File: config.mk
export PLATFORM = sky130hd
export DESIGN_NAME = bscan_top
export DESIGN_NICKNAME = d
export VERILOG_FILES = /design/src/rtl/bscan_pkg.sv /design/src/rtl/bscan_chain_if.sv /design/src/rtl/bscan_chain.sv /design/src/rtl/bscan_top.sv
export VERILOG_INCLUDE_DIRS = /design/src /design/src/rtl
export SDC_FILE = /design/constraint.sdc
export NUM_CORES = 1
export LEC_CHECK = 0
export BUFFER_PORTS_ARGS = -buffer_cell sky130_fd_sc_hd__clkbuf_2
export CAP_MARGIN = 10
export CORE_AREA = 2 2 400 402
export DETAILED_ROUTE_END_ITERATION = 16
export DIE_AREA = 0 0 402 404
export GPL_ROUTABILITY_DRIVEN = 0
export PLACE_DENSITY = 0.39
export SETUP_SLACK_MARGIN = 0.02
export SLEW_MARGIN = 20
export SYNTH_ARGS = -nofsm -noshare
export SYNTH_HDL_FRONTEND = slang
export SYNTH_SLANG_ARGS = --single-unit
File: constraint.sdc
create_clock -name mclk -period 53.6 [get_ports mclk]
set_input_delay 8.04 -clock mclk [delete_from_list [all_inputs] [get_ports mclk]]
set_output_delay 8.04 -clock mclk [all_outputs]
set_load 0.01 [all_outputs]
File: src/rtl/bscan_defines.svh
`ifndef BSCAN_DEFINES_SVH
`define BSCAN_DEFINES_SVH

// ----------------------------------------
// chain geometry
// ----------------------------------------
`define BSCAN_LEN 169
`define BSCAN_MSB 168
`define BSCAN_IR_W 4

// ----------------------------------------
// instruction codes
// ----------------------------------------
`define BSCAN_IR_BYPASS 4'hf
`define BSCAN_IR_SAMPLE 4'h2
`define BSCAN_IR_EXTEST 4'h0
`define BSCAN_IR_HIGHZ 4'h9
`define BSCAN_IR_CLAMP 4'hc
`define BSCAN_IR_CAPTURE 4'h1

// ----------------------------------------
// cell positions
// ----------------------------------------
`define BSCAN_POS_RSVD 0
`define BSCAN_DATA0_LO 1
`define BSCAN_DATA0_HI 36
`define BSCAN_DATA1_LO 78
`define BSCAN_DATA1_HI 113
`define BSCAN_ADDR_LO 114
`define BSCAN_ADDR_HI 156
`define BSCAN_ADDR_IN_LO 150
`define BSCAN_ADDR_IN_HI 152
`define BSCAN_CTL_LO 61
`define BSCAN_CTL_HI 67
`define BSCAN_POS_ABB 39
`define BSCAN_POS_FDN 46
`define BSCAN_POS_BR 48
`define BSCAN_POS_TA 49
`define BSCAN_POS_CLAIM 50
`define BSCAN_POS_AACK 52
`define BSCAN_POS_CI 53
`define BSCAN_POS_ARTRY 54
`define BSCAN_POS_WT 55
`define BSCAN_POS_DBB 59
`define BSCAN_POS_APE 157

// ----------------------------------------
// enable cell positions
// ----------------------------------------
`define BSCAN_EN_FIRST 158
`define BSCAN_EN_TA 158
`define BSCAN_EN_CLAIM 159
`define BSCAN_EN_BR 160
`define BSCAN_EN_FDN 161
`define BSCAN_EN_DBB 162
`define BSCAN_EN_DATA 163
`define BSCAN_EN_ARTRY 164
`define BSCAN_EN_APE 165
`define BSCAN_EN_ABB 166
`define BSCAN_EN_AACK 167
`define BSCAN_EN_ADDR 168

// ----------------------------------------
// reset and fixed capture values
// ----------------------------------------
`define BSCAN_PIN_IDLE 1'b1
`define BSCAN_RSVD_VAL 1'b1

`endif

File: src/rtl/bscan_pkg.sv
`include "bscan_defines.svh"

package bscan_pkg;

  typedef logic [`BSCAN_MSB:0] bscan_vec_t;
  typedef logic [`BSCAN_IR_W-1:0] bscan_ir_t;

  typedef enum logic [3:0] {
    BSCAN_TLR = 4'h0,
    BSCAN_RTI = 4'h1,
    BSCAN_SEL_DR = 4'h3,
    BSCAN_CAP_DR = 4'h2,
    BSCAN_SH_DR = 4'h6,
    BSCAN_EX1_DR = 4'h7,
    BSCAN_PAU_DR = 4'h5,
    BSCAN_EX2_DR = 4'h4,
    BSCAN_UPD_DR = 4'hc,
    BSCAN_SEL_IR = 4'hd,
    BSCAN_CAP_IR = 4'hf,
    BSCAN_SH_IR = 4'he,
    BSCAN_EX1_IR = 4'ha,
    BSCAN_PAU_IR = 4'hb,
    BSCAN_EX2_IR = 4'h9,
    BSCAN_UPD_IR = 4'h8
  } bscan_state_t;

  typedef struct packed {
    logic [2:0] tck_s;
    logic [1:0] tms_s;
    logic [1:0] tdi_s;
    logic [1:0] trst_s;
    bscan_vec_t pad_s1;
    bscan_vec_t pad_s2;
    bscan_state_t st;
    bscan_ir_t ir_sh;
    bscan_ir_t ir;
    logic byp;
    logic tdo;
    logic tdo_oe;
    bscan_vec_t pad_o;
    bscan_vec_t pad_oe;
  } bscan_top_t;

  typedef struct packed {
    bscan_vec_t sh;
    bscan_vec_t upd;
  } bscan_chain_t;

endpackage : bscan_pkg

File: src/rtl/bscan_chain_if.sv
`timescale 1ns/1ns

interface bscan_chain_if;
  import bscan_pkg::*;
  logic capture;
  logic shift;
  logic update;
  logic sdi;
  logic sdo;
  bscan_vec_t cap_data;
  bscan_vec_t upd_data;

  modport ctl (output capture, output shift, output update, output sdi, output cap_data,
    input sdo, input upd_data);
  modport chain (input capture, input shift, input update, input sdi, input cap_data,
    output sdo, output upd_data);
endinterface : bscan_chain_if

File: src/rtl/bscan_chain.sv
`timescale 1ns/1ns
`include "bscan_defines.svh"

module bscan_chain (
  input wire logic mclk,
  input wire logic rst_n,
  bscan_chain_if.chain cif
);
  import bscan_pkg::*;

  bscan_chain_t s_r;
  bscan_chain_t s_nxt;

  // ----------------------------------------
  // shift and update stages
  // ----------------------------------------
  always_comb begin
    s_nxt = s_r;
    if (cif.capture) begin
      s_nxt.sh = cif.cap_data;
    end else if (cif.shift) begin
      // position 0 sits next to the serial output and leaves first
      s_nxt.sh = {cif.sdi, s_r.sh[`BSCAN_MSB:1]};
    end
    if (cif.update) begin
      s_nxt.upd = s_r.sh;
    end
  end

  // enables reset to one so no pin drives before a preload
  always_ff @(posedge mclk or negedge rst_n) begin
    if (!rst_n) begin
      s_r.sh <= '0;
      s_r.upd <= '1;
    end else begin
      s_r <= s_nxt;
    end
  end

  assign cif.sdo = s_r.sh[`BSCAN_POS_RSVD];
  assign cif.upd_data = s_r.upd;

endmodule : bscan_chain

File: src/rtl/bscan_top.sv
`timescale 1ns/1ns
`include "bscan_defines.svh"

// Summary of operation
// - undriven data and mode inputs read one
// - state moves on sampled mode, clock rise
// - position zero shifts out first
// - enable one releases pins, zero drives
// - enable cells are pinless chain stages
// - each driven cell follows its enable
// - bidirectional cells capture and drive
// - positions 1..36 data, one shared enable
// - chain holds 169 cells
// - instruction decode, bypass after reset
// - serial output drives only while shifting
module bscan_top (
  input wire logic mclk,
  input wire logic arst_n,
  input wire logic tck,
  input wire logic tms,
  input wire logic tdi,
  input wire logic trst_n,
  output logic tdo,
  output logic tdo_oe,
  input wire bscan_pkg::bscan_vec_t pad_i,
  output bscan_pkg::bscan_vec_t pad_o,
  output bscan_pkg::bscan_vec_t pad_oe,
  input wire bscan_pkg::bscan_vec_t core_o,
  input wire bscan_pkg::bscan_vec_t core_oe,
  output bscan_pkg::bscan_vec_t core_i
);
  import bscan_pkg::*;

  // ----------------------------------------
  // reset release
  // ----------------------------------------
  logic [1:0] rst_sync_r;
  logic rst_n;

  always_ff @(posedge mclk or negedge arst_n) begin
    if (!arst_n) begin
      rst_sync_r <= 2'h0;
    end else begin
      rst_sync_r <= {rst_sync_r[0], 1'b1};
    end
  end

  assign rst_n = rst_sync_r[1];

  // ----------------------------------------
  // cell map
  // ----------------------------------------
  function automatic logic [7:0] en_of(input int i);
    logic [7:0] e;
    e = 8'h00;
    if ((i >= `BSCAN_DATA0_LO && i <= `BSCAN_DATA0_HI) ||
        (i >= `BSCAN_DATA1_LO && i <= `BSCAN_DATA1_HI)) begin
      e = 8'(`BSCAN_EN_DATA);
    end else if (i >= `BSCAN_ADDR_LO && i <= `BSCAN_ADDR_HI &&
        !(i >= `BSCAN_ADDR_IN_LO && i <= `BSCAN_ADDR_IN_HI)) begin
      e = 8'(`BSCAN_EN_ADDR);
    end else if ((i >= `BSCAN_CTL_LO && i <= `BSCAN_CTL_HI) ||
        i == `BSCAN_POS_CI || i == `BSCAN_POS_WT) begin
      e = 8'(`BSCAN_EN_ADDR);
    end else begin
      case (i)
        `BSCAN_POS_ABB: e = 8'(`BSCAN_EN_ABB);
        `BSCAN_POS_FDN: e = 8'(`BSCAN_EN_FDN);
        `BSCAN_POS_BR: e = 8'(`BSCAN_EN_BR);
        `BSCAN_POS_TA: e = 8'(`BSCAN_EN_TA);
        `BSCAN_POS_CLAIM: e = 8'(`BSCAN_EN_CLAIM);
        `BSCAN_POS_AACK: e = 8'(`BSCAN_EN_AACK);
        `BSCAN_POS_ARTRY: e = 8'(`BSCAN_EN_ARTRY);
        `BSCAN_POS_DBB: e = 8'(`BSCAN_EN_DBB);
        `BSCAN_POS_APE: e = 8'(`BSCAN_EN_APE);
        default: e = 8'h00;
      endcase
    end
    return e;
  endfunction : en_of

  // ----------------------------------------
  // state and chain link
  // ----------------------------------------
  bscan_top_t s_r;
  bscan_top_t s_nxt;
  bscan_chain_if cif ();

  logic tck_rise;
  logic tck_fall;
  logic tms_v;
  logic tdi_v;
  logic bsr_sel;
  logic ext_mode;
  logic hiz_mode;

  assign tck_rise = s_r.tck_s[1] & ~s_r.tck_s[2];
  assign tck_fall = ~s_r.tck_s[1] & s_r.tck_s[2];
  assign tms_v = s_r.tms_s[1];
  assign tdi_v = s_r.tdi_s[1];
  assign bsr_sel = (s_r.ir == `BSCAN_IR_EXTEST) || (s_r.ir == `BSCAN_IR_SAMPLE);
  assign ext_mode = (s_r.ir == `BSCAN_IR_EXTEST) || (s_r.ir == `BSCAN_IR_CLAMP);
  assign hiz_mode = (s_r.ir == `BSCAN_IR_HIGHZ);

  bscan_chain u_chain (
    .mclk(mclk),
    .rst_n(rst_n),
    .cif(cif)
  );

  // ----------------------------------------
  // capture vector and chain strobes
  // ----------------------------------------
  always_comb begin
    bscan_vec_t cv;
    cv = s_r.pad_s2;
    cv[`BSCAN_POS_RSVD] = `BSCAN_RSVD_VAL;
    // enable cells have no pad, so they capture their own held state
    for (int i = `BSCAN_EN_FIRST; i < `BSCAN_LEN; i++) begin
      cv[i] = cif.upd_data[i];
    end
    cif.cap_data = cv;
    cif.capture = tck_rise && bsr_sel && (s_r.st == BSCAN_CAP_DR);
    cif.shift = tck_rise && bsr_sel && (s_r.st == BSCAN_SH_DR);
    cif.update = tck_fall && bsr_sel && (s_r.st == BSCAN_UPD_DR);
    cif.sdi = tdi_v;
  end

  // ----------------------------------------
  // next state
  // ----------------------------------------
  always_comb begin
    logic [7:0] e;
    s_nxt = s_r;
    e = 8'h00;
    s_nxt.tck_s = {s_r.tck_s[1:0], tck};
    s_nxt.tms_s = {s_r.tms_s[0], tms};
    s_nxt.tdi_s = {s_r.tdi_s[0], tdi};
    s_nxt.trst_s = {s_r.trst_s[0], trst_n};
    s_nxt.pad_s1 = pad_i;
    s_nxt.pad_s2 = s_r.pad_s1;

    if (tck_rise) begin
      unique case (s_r.st)
        BSCAN_TLR: s_nxt.st = tms_v ? BSCAN_TLR : BSCAN_RTI;
        BSCAN_RTI: s_nxt.st = tms_v ? BSCAN_SEL_DR : BSCAN_RTI;
        BSCAN_SEL_DR: s_nxt.st = tms_v ? BSCAN_SEL_IR : BSCAN_CAP_DR;
        BSCAN_CAP_DR: s_nxt.st = tms_v ? BSCAN_EX1_DR : BSCAN_SH_DR;
        BSCAN_SH_DR: s_nxt.st = tms_v ? BSCAN_EX1_DR : BSCAN_SH_DR;
        BSCAN_EX1_DR: s_nxt.st = tms_v ? BSCAN_UPD_DR : BSCAN_PAU_DR;
        BSCAN_PAU_DR: s_nxt.st = tms_v ? BSCAN_EX2_DR : BSCAN_PAU_DR;
        BSCAN_EX2_DR: s_nxt.st = tms_v ? BSCAN_UPD_DR : BSCAN_SH_DR;
        BSCAN_UPD_DR: s_nxt.st = tms_v ? BSCAN_SEL_DR : BSCAN_RTI;
        BSCAN_SEL_IR: s_nxt.st = tms_v ? BSCAN_TLR : BSCAN_CAP_IR;
        BSCAN_CAP_IR: s_nxt.st = tms_v ? BSCAN_EX1_IR : BSCAN_SH_IR;
        BSCAN_SH_IR: s_nxt.st = tms_v ? BSCAN_EX1_IR : BSCAN_SH_IR;
        BSCAN_EX1_IR: s_nxt.st = tms_v ? BSCAN_UPD_IR : BSCAN_PAU_IR;
        BSCAN_PAU_IR: s_nxt.st = tms_v ? BSCAN_EX2_IR : BSCAN_PAU_IR;
        BSCAN_EX2_IR: s_nxt.st = tms_v ? BSCAN_UPD_IR : BSCAN_SH_IR;
        BSCAN_UPD_IR: s_nxt.st = tms_v ? BSCAN_SEL_DR : BSCAN_RTI;
      endcase
      if (s_r.st == BSCAN_CAP_IR) begin
        s_nxt.ir_sh = `BSCAN_IR_CAPTURE;
      end else if (s_r.st == BSCAN_SH_IR) begin
        s_nxt.ir_sh = {tdi_v, s_r.ir_sh[`BSCAN_IR_W-1:1]};
      end
      if (!bsr_sel && s_r.st == BSCAN_CAP_DR) begin
        s_nxt.byp = 1'b0;
      end else if (!bsr_sel && s_r.st == BSCAN_SH_DR) begin
        s_nxt.byp = tdi_v;
      end
    end

    if (tck_fall) begin
      if (s_r.st == BSCAN_UPD_IR) begin
        s_nxt.ir = s_r.ir_sh;
      end
      // serial output changes on the falling edge, away from the sampling edge
      s_nxt.tdo_oe = (s_r.st == BSCAN_SH_IR) || (s_r.st == BSCAN_SH_DR);
      if (s_r.st == BSCAN_SH_IR) begin
        s_nxt.tdo = s_r.ir_sh[0];
      end else if (s_r.st == BSCAN_SH_DR) begin
        s_nxt.tdo = bsr_sel ? cif.sdo : s_r.byp;
      end
    end

    // test reset pin overrides the clock-driven path
    if (!s_r.trst_s[1]) begin
      s_nxt.st = BSCAN_TLR;
      s_nxt.tdo_oe = 1'b0;
    end
    if (s_r.st == BSCAN_TLR) begin
      s_nxt.ir = `BSCAN_IR_BYPASS;
    end

    // pad drive: functional path unless a test mode owns the pins
    for (int i = 0; i < `BSCAN_LEN; i++) begin
      e = en_of(i);
      if (e == 8'h00) begin
        s_nxt.pad_o[i] = 1'b0;
        s_nxt.pad_oe[i] = 1'b0;
      end else if (hiz_mode) begin
        s_nxt.pad_o[i] = 1'b0;
        s_nxt.pad_oe[i] = 1'b0;
      end else if (ext_mode) begin
        s_nxt.pad_o[i] = cif.upd_data[i];
        s_nxt.pad_oe[i] = ~cif.upd_data[e];
      end else begin
        s_nxt.pad_o[i] = core_o[i];
        s_nxt.pad_oe[i] = core_oe[i];
      end
    end
  end

  // ----------------------------------------
  // registers
  // ----------------------------------------
  // idle levels of one stand in for the pull-ups on open inputs
  always_ff @(posedge mclk or negedge rst_n) begin
    if (!rst_n) begin
      s_r.tck_s <= 3'h0;
      s_r.tms_s <= {2{`BSCAN_PIN_IDLE}};
      s_r.tdi_s <= {2{`BSCAN_PIN_IDLE}};
      s_r.trst_s <= 2'h0;
      s_r.pad_s1 <= '0;
      s_r.pad_s2 <= '0;
      s_r.st <= BSCAN_TLR;
      s_r.ir_sh <= `BSCAN_IR_CAPTURE;
      s_r.ir <= `BSCAN_IR_BYPASS;
      s_r.byp <= 1'b0;
      s_r.tdo <= 1'b0;
      s_r.tdo_oe <= 1'b0;
      s_r.pad_o <= '0;
      s_r.pad_oe <= '0;
    end else begin
      s_r <= s_nxt;
    end
  end

  assign tdo = s_r.tdo;
  assign tdo_oe = s_r.tdo_oe;
  assign pad_o = s_r.pad_o;
  assign pad_oe = s_r.pad_oe;
  assign core_i = s_r.pad_s2;

endmodule : bscan_top

==> results of run 1 <==
-- stage by stage --
stage | area [µm²] | total power [mW]
global placement | 39100 | 0.842
detailed placement | 39100 | 0.842
CTS | 43000 | 1.64
floorplan | 36500 | 0.815
finish | 43000 | 1.60
global route | 43000 | 1.68
-- state kept, by name, summed over array words and instances, names as in the netlist, 2 cells and up --
name	cells
core_i	169
pad_oe	130
rst_sync_r	2
u_chain.s_r	168
u_chain.cif.upd_data	141
s_nxt	174
s_r	16
pad_o	130
-- layer usage --
layer  track usage, %  up-vias  share of wire (%)
met5                0        -               0.24
met1             15.8    10500                 39
met4             5.10       36                3.2
met3             4.28      200                6.9
li1                 -     9763                  -
met2             23.2      675                 50
-- cells in the final DEF, fill, tap and decap left out, drive strengths merged, types with 8 or more instances in the layout --
cell type / synthesis / routed
nand3b: 8 / 8
conb: 2 / 79
a21oi: 143 / 143
buf: 591 / 34
mux2: 142 / 142
dfstp: 150 / 150
clkbuf: 68 / 1033
mux2i: 173 / 173
dfrtp: 784 / 784
nand2b: 10 / 10
o21ai: 178 / 178
o21a: 121 / 121
clkinv: 0 / 26
nand2: 454 / 454
-- power by group through the flow --
stage               combinational (mW)  sequential [mW]  clock, mW
finish                          0.0836            0.743      0.777
global route                    0.0924            0.745      0.838
CTS                             0.0866            0.744      0.807
detailed placement              0.0863            0.756          0
global placement                0.0862            0.756          0
floorplan                       0.0567            0.758          0
-- kinds of logic (layout without fill, tap and decap cells) --
kind of cell / after synthesis / in the layout / synth area share [%]
DFF: 934 / 934 / 65.1
muxes: 315 / 315 / 9.20
and+or+nand+nor: 500 / 500 / 5.64
other: 2 / 83 / 0.0208
buffers and inverters: 662 / 1111 / 12.7
xor gates and xnor gates: 2 / 2 / 0.0484
AOI/OAI and AO/OA: 457 / 457 / 7.27
-- how the worst min path moves through the flow --
stage	startpoint	endpoint	cells past startpoint
finish	rst_sync_r[1]	core_i[33]	0
CTS	s_nxt[507]	core_i[154]	0
detailed placement	rst_sync_r[1]	core_i[33]	0
global route	s_nxt[507]	core_i[154]	0
global placement	rst_sync_r[1]	core_i[33]	0
floorplan	s_nxt[353]	core_i[0]	0
-- cell usage after synthesis, drive strengths merged, types with 2 or more instances --
| library cell | n | area share, % |
|---|---|---|
| inv | 3 | 0.031 |
| mux2 | 142 | 4.4 |
| xnor2 | 2 | 0.048 |
| dfstp | 150 | 11 |
| mux2i | 173 | 4.8 |
| o21ai | 178 | 2.5 |
| a21oi | 143 | 2.0 |
| nand3b | 8 | 0.17 |
| clkbuf | 68 | 0.71 |
| o21a | 121 | 2.5 |
| nor4b | 3 | 0.11 |
| nor2 | 5 | 0.052 |
| conb | 2 | 0.021 |
| nand3 | 3 | 0.041 |
| a21boi | 2 | 0.041 |
| a31oi | 2 | 0.035 |
| nor2b | 4 | 0.069 |
| o211ai | 2 | 0.041 |
| nand4b | 2 | 0.048 |
| nor3b | 2 | 0.073 |
| nand2 | 454 | 4.7 |
| nor3 | 2 | 0.041 |
| nand2b | 10 | 0.17 |
| a21o | 3 | 0.062 |
| buf | 591 | 12 |
| dfrtp | 784 | 54 |
-- worst reg2reg max path, stage by stage (launching register included) --
cell	delay, ns
dfrtp_4	0.69
buf_4	0.78
buf_12	0.61
buf_4	1.01
buf_4	0.73
buf_4	0.74
buf_4	0.79
-- final cells by class --
cell class / instances / share of cell area, %
Timing Repair Buffer: 899 / 10.7
Tap cell: 2072 / 6.03
Sequential cell: 934 / 54.8
Clock inverter: 41 / 1.32
Inverter: 3 / 0.0262
Clock buffer: 168 / 7.66
Multi-Input combinational cell: 1353 / 19.4
Antenna cell: 4 / 0.0233
==> impl_metrics.toml, run 1 <==
[synthesis]
postSynthCellCount = 2872
syn_area_um2 = 36200
syn_area_per_cell_um2 = 12.6
ys_ff_latch = 934
async_flop_share_pct = 100
synth-edff-count = 0
synth_ff_type = "dfrtp_1"
yosys_warnings = 0
ys_seq_area_share_pct = 65.1
yosysUniqueCellTypes = 47

[detailed_routing]
num_vias = 21100
drtPass1Iterations = 5
drt_iter0_markers = 1098
drc = 0
ant_nets = 0
wl_um = 112000
avgViaCountPerCell = 3.86
avgRoutedWirePerCell_um = 20.5

[grt]
grt_max_degree = 161
grt_pass1_vias = 22300
overflow = 0
grt_pass1_wl_um = 162000
antenna_found_initial = 27
grt_use_total_pct = 13.6

[timing]
relSlewSlack_pct = 29.0
period_share_pct = 17.7
setup-tns-final_ns = 0
fin_crit_ns = 9.50
fmax_mhz = 105
rsz0062_at_grt = "false"
holdWs_ns = 0.267
finalClockSkew_ns = 0.0663
setup_ws_ns = 44.10
setup_viol = 0
finalHoldViolations = 0
drv_slew = 0
tightest_slew_ns = 1.07

[die]
die_area_um2 = 162000
placementRows = 146
fp.dieH_um = 404
core_area_um2 = 158000
ios = 1022
fp.dieW_um = 402
start_util_pct = 22.9

[setup_path]
worstReg2RegEnd = "u_chain.s_r[320]"
cpLargestDelayFamily = "flip-flops"
cp.arrival_ns = 1.46
cp-endpoint = "core_i[94]"
slowest_delay_ns = 0.51
r2r_slack_ns = 48.18
critPathBufInv = 1
path_class = "reg2out"
startpoint_type = "flip-flop"
cp_num_cells = 1
reg2reg_depth = 6
cp-startpoint = "core_i[94]"
cp.required_ns = 45.56
end_kind = "primary output"
worst_path_max_delay_cell = "dfrtp_1"
r2r-start = "rst_sync_r[1]"
path_cells = "clkbuf_2"
cp_max_fo = 2

[finish]
fillCellCount = 16700
instances_no_fill = 5474
layout-drive-gt1-share_pct = 38.1
nNetsFinal = 3814
regArea_um2 = 23600
fin_util_pct = 27.2
multiInputGateArea_um2 = 8340
area_growth_pct = 18.8

[placement]
placedCellCount = 5261
port-buffer-count = 865
pre_cts_ws_ns = 44.79
place_hpwl_um = 81000

[clock_tree]
cts_resized = 0
path_clk_slew_ns = 0.06
cts_buffers = 110
htreeDepth = 3
cts_tree = "yes"
cts_hold_buf = 0
clk_latency_ns = 0.75
cts_setup_buffers = 0
cts_root_buf = "clkbuf_16"
cts.sinks = 934
clock_path_buffers = 3

[power]
powerDensity_nw_per_um2 = 37.3
switchingPower_mw = 0.385
cellLeakagePower_nw = 20.0
swShare_pct = 24.0
pwr-share-clk_pct = 48.5
max-vdd-ir-drop_uv = 30.6
combinationalPowerShare_pct = 5.2
seqPwrFrac_pct = 46.3
internal_power_mw = 1.22

[hold_path]
hp-class = "reg2async"

[flow_run]
drv_cap = 0

[outcome]
status = "completed"
Power figures use the tool's default switching activity.
==> run 2: changes to the inputs <==
--- a/config.mk
+++ b/config.mk
@@ -8,11 +8,11 @@
 export LEC_CHECK = 0
 export BUFFER_PORTS_ARGS = -buffer_cell sky130_fd_sc_hd__clkbuf_2
 export CAP_MARGIN = 10
-export CORE_AREA = 2 2 400 402
+export CORE_AREA = 2 2 403 405
 export DETAILED_ROUTE_END_ITERATION = 16
-export DIE_AREA = 0 0 402 404
+export DIE_AREA = 0 0 405 407
 export GPL_ROUTABILITY_DRIVEN = 0
-export PLACE_DENSITY = 0.39
+export PLACE_DENSITY = 0.38
 export SETUP_SLACK_MARGIN = 0.02
 export SLEW_MARGIN = 20
 export SYNTH_ARGS = -nofsm -noshare
==> constraint.sdc (replaced) <==
create_clock -name mclk -period 9.2 [get_ports mclk]
set_input_delay 1.38 -clock mclk [delete_from_list [all_inputs] [get_ports mclk]]
set_output_delay 1.38 -clock mclk [all_outputs]
set_load 0.01 [all_outputs]
==> run 2 against run 1 <==
Against the previous run: count of clock-buffer cells in the layout is 14 lower; design area is 0.25% higher; sequential power grew to 5.8 times the previous value; critical path type is now reg2reg; highest routed layer unchanged.
==> impl_metrics.toml, run 2 (same netlist as run 1, synthesis figures left out) <==
[setup_path]
cpLargestDelayFamily = "buffers and inverters"
cp-startpoint = "s_r[349]"
cp.arrival_ns = 4.12
end_kind = "flip-flop"
worstReg2RegEnd = "u_chain.s_r[286]"
cp.required_ns = 9.74
path_class = "reg2reg"
path_cells = "nor2b_1 > nand4b_1 > buf_4 > buf_4 > buf_4 > o21ai_0"
cp_num_cells = 6
r2r-start = "s_r[349]"
reg2reg_depth = 6
r2r_slack_ns = 5.62
cp-endpoint = "u_chain.s_r[286]"
critPathBufInv = 3
cp_max_fo = 98
critPathMostFrequentCell = "buf_4"
startpoint_type = "flip-flop"
worst_path_max_delay_cell = "buf_4"
slowest_delay_ns = 0.80

[timing]
fin_crit_ns = 3.58
setup_ws_ns = 5.62
period_share_pct = 38.9
rsz0062_at_grt = "false"
setup_viol = 0
drv_slew = 0
setup-tns-final_ns = 0
fmax_mhz = 279
relSlewSlack_pct = 32.2
finalHoldViolations = 0
tightest_slew_ns = 1.02
finalClockSkew_ns = 0.0247

[flow_run]
drv_cap = 0

[finish]
layout_common_cells = "865 x clkbuf_2, 782 x dfrtp_1, 454 x nand2_1"
fin_util_pct = 26.9
nNetsFinal = 3815
layout-drive-gt1-share_pct = 38.3
area_growth_pct = 19.1
regArea_um2 = 23600
fillCellCount = 16900
largest_reg_flops = 174
final_area_um2 = 43100
final_common_cell = "clkbuf_2"
multiInputGateArea_um2 = 8340

[clock_tree]
cts_setup_buffers = 0
cts_buffers = 111
clock_path_buffers = 3
htreeDepth = 3
path_clk_slew_ns = 0.06
clk_latency_ns = 0.74
cts_tree = "yes"
cts.sinks = 934
cts_resized = 0
cts_root_buf = "clkbuf_16"
cts_hold_buf = 0

[die]
ios = 1022
placementRows = 147
fp.dieH_um = 407
fp.dieW_um = 405
start_util_pct = 22.6
core_area_um2 = 160000
die_area_um2 = 165000

[power]
cellLeakagePower_nw = 20.0
pwr-share-clk_pct = 48.5
powerDensity_nw_per_um2 = 217
internal_power_mw = 7.11
switchingPower_mw = 2.24
combinationalPowerShare_pct = 5.2
max-vdd-ir-drop_uv = 161
swShare_pct = 24.0
seqPwrFrac_pct = 46.3

[grt]
grt_pass1_wl_um = 160000
antenna_found_initial = 15
grt_use_total_pct = 13.2
overflow = 0
grt_max_degree = 153
grt_pass1_vias = 22500

[detailed_routing]
wl_um = 111000
avgRoutedWirePerCell_um = 20.0
num_vias = 21100
drt_iter0_markers = 982
avgViaCountPerCell = 3.79
drtPass1Iterations = 4
drc = 0
ant_nets = 0

[placement]
place_area_um2 = 39300
pre_cts_ws_ns = 5.56
port-buffer-count = 865
place_hpwl_um = 78900

[hold_path]
hp-class = "reg2reg"

[outcome]
status = "completed"
-- run 2: worst min-delay path by stage --
stage | from | depth (start not counted) | slack [ns] | endpoint
floorplan | s_nxt[353] | 0 | 0.33 | core_i[0]
global placement | s_nxt[512] | 0 | 0.33 | core_i[159]
detailed placement | s_nxt[363] | 0 | 0.33 | core_i[10]
CTS | arst_n | 1 | 0.33 | rst_sync_r[1]
global route | s_nxt[497] | 0 | 0.34 | core_i[144]
finish | s_nxt[430] | 0 | 0.34 | core_i[77]
-- run 2: power by group through the flow --
stage	clock network [mW]	registers, mW	logic (mW)
final	4.53	4.33	0.486
after global routing	4.87	4.34	0.543
after CTS	4.72	4.33	0.502
after detailed placement	0	4.40	0.500
after global placement	0	4.40	0.501
after floorplan	0	4.41	0.330
-- run 2: worst reg2reg max path: stages, from the launching register on --
cell and delay [ns]:
dfrtp_1 0.71, nor2b_1 0.20, nand4b_1 0.19, buf_4 0.39, buf_4 0.76, buf_4 0.86
o21ai_0 0.31
-- run 2: metal layers --
metal	global-route usage (%)	share of wire, %	up-vias	wire [µm]
li1	-	-	9787	-
met1	15.3	40	10500	44000
met2	22.2	49	664	54500
met3	4.61	7.4	181	8270
met4	5.11	3.8	20	4180
met5	0	0.12	-	130
-- run 2: through the flow --
stage / power, mW / instances / hold slack (ns)
global route: 9.76 / 5562 / 0.345
floorplan: 4.74 / 2949 / 0.331
detailed placement: 4.90 / 5349 / 0.335
finish: 9.35 / 5565 / 0.336
CTS: 9.55 / 5561 / 0.333
global placement: 4.90 / 5349 / 0.331
-- run 2: final cells by class --
cell class / instances / area share (%)
Antenna cell: 4 / 0.0232
Clock buffer: 154 / 7.31
Clock inverter: 58 / 1.55
Inverter: 3 / 0.0261
Multi-Input combinational cell: 1353 / 19.3
Sequential cell: 934 / 54.7
Tap cell: 2160 / 6.27
Timing Repair Buffer: 899 / 10.8
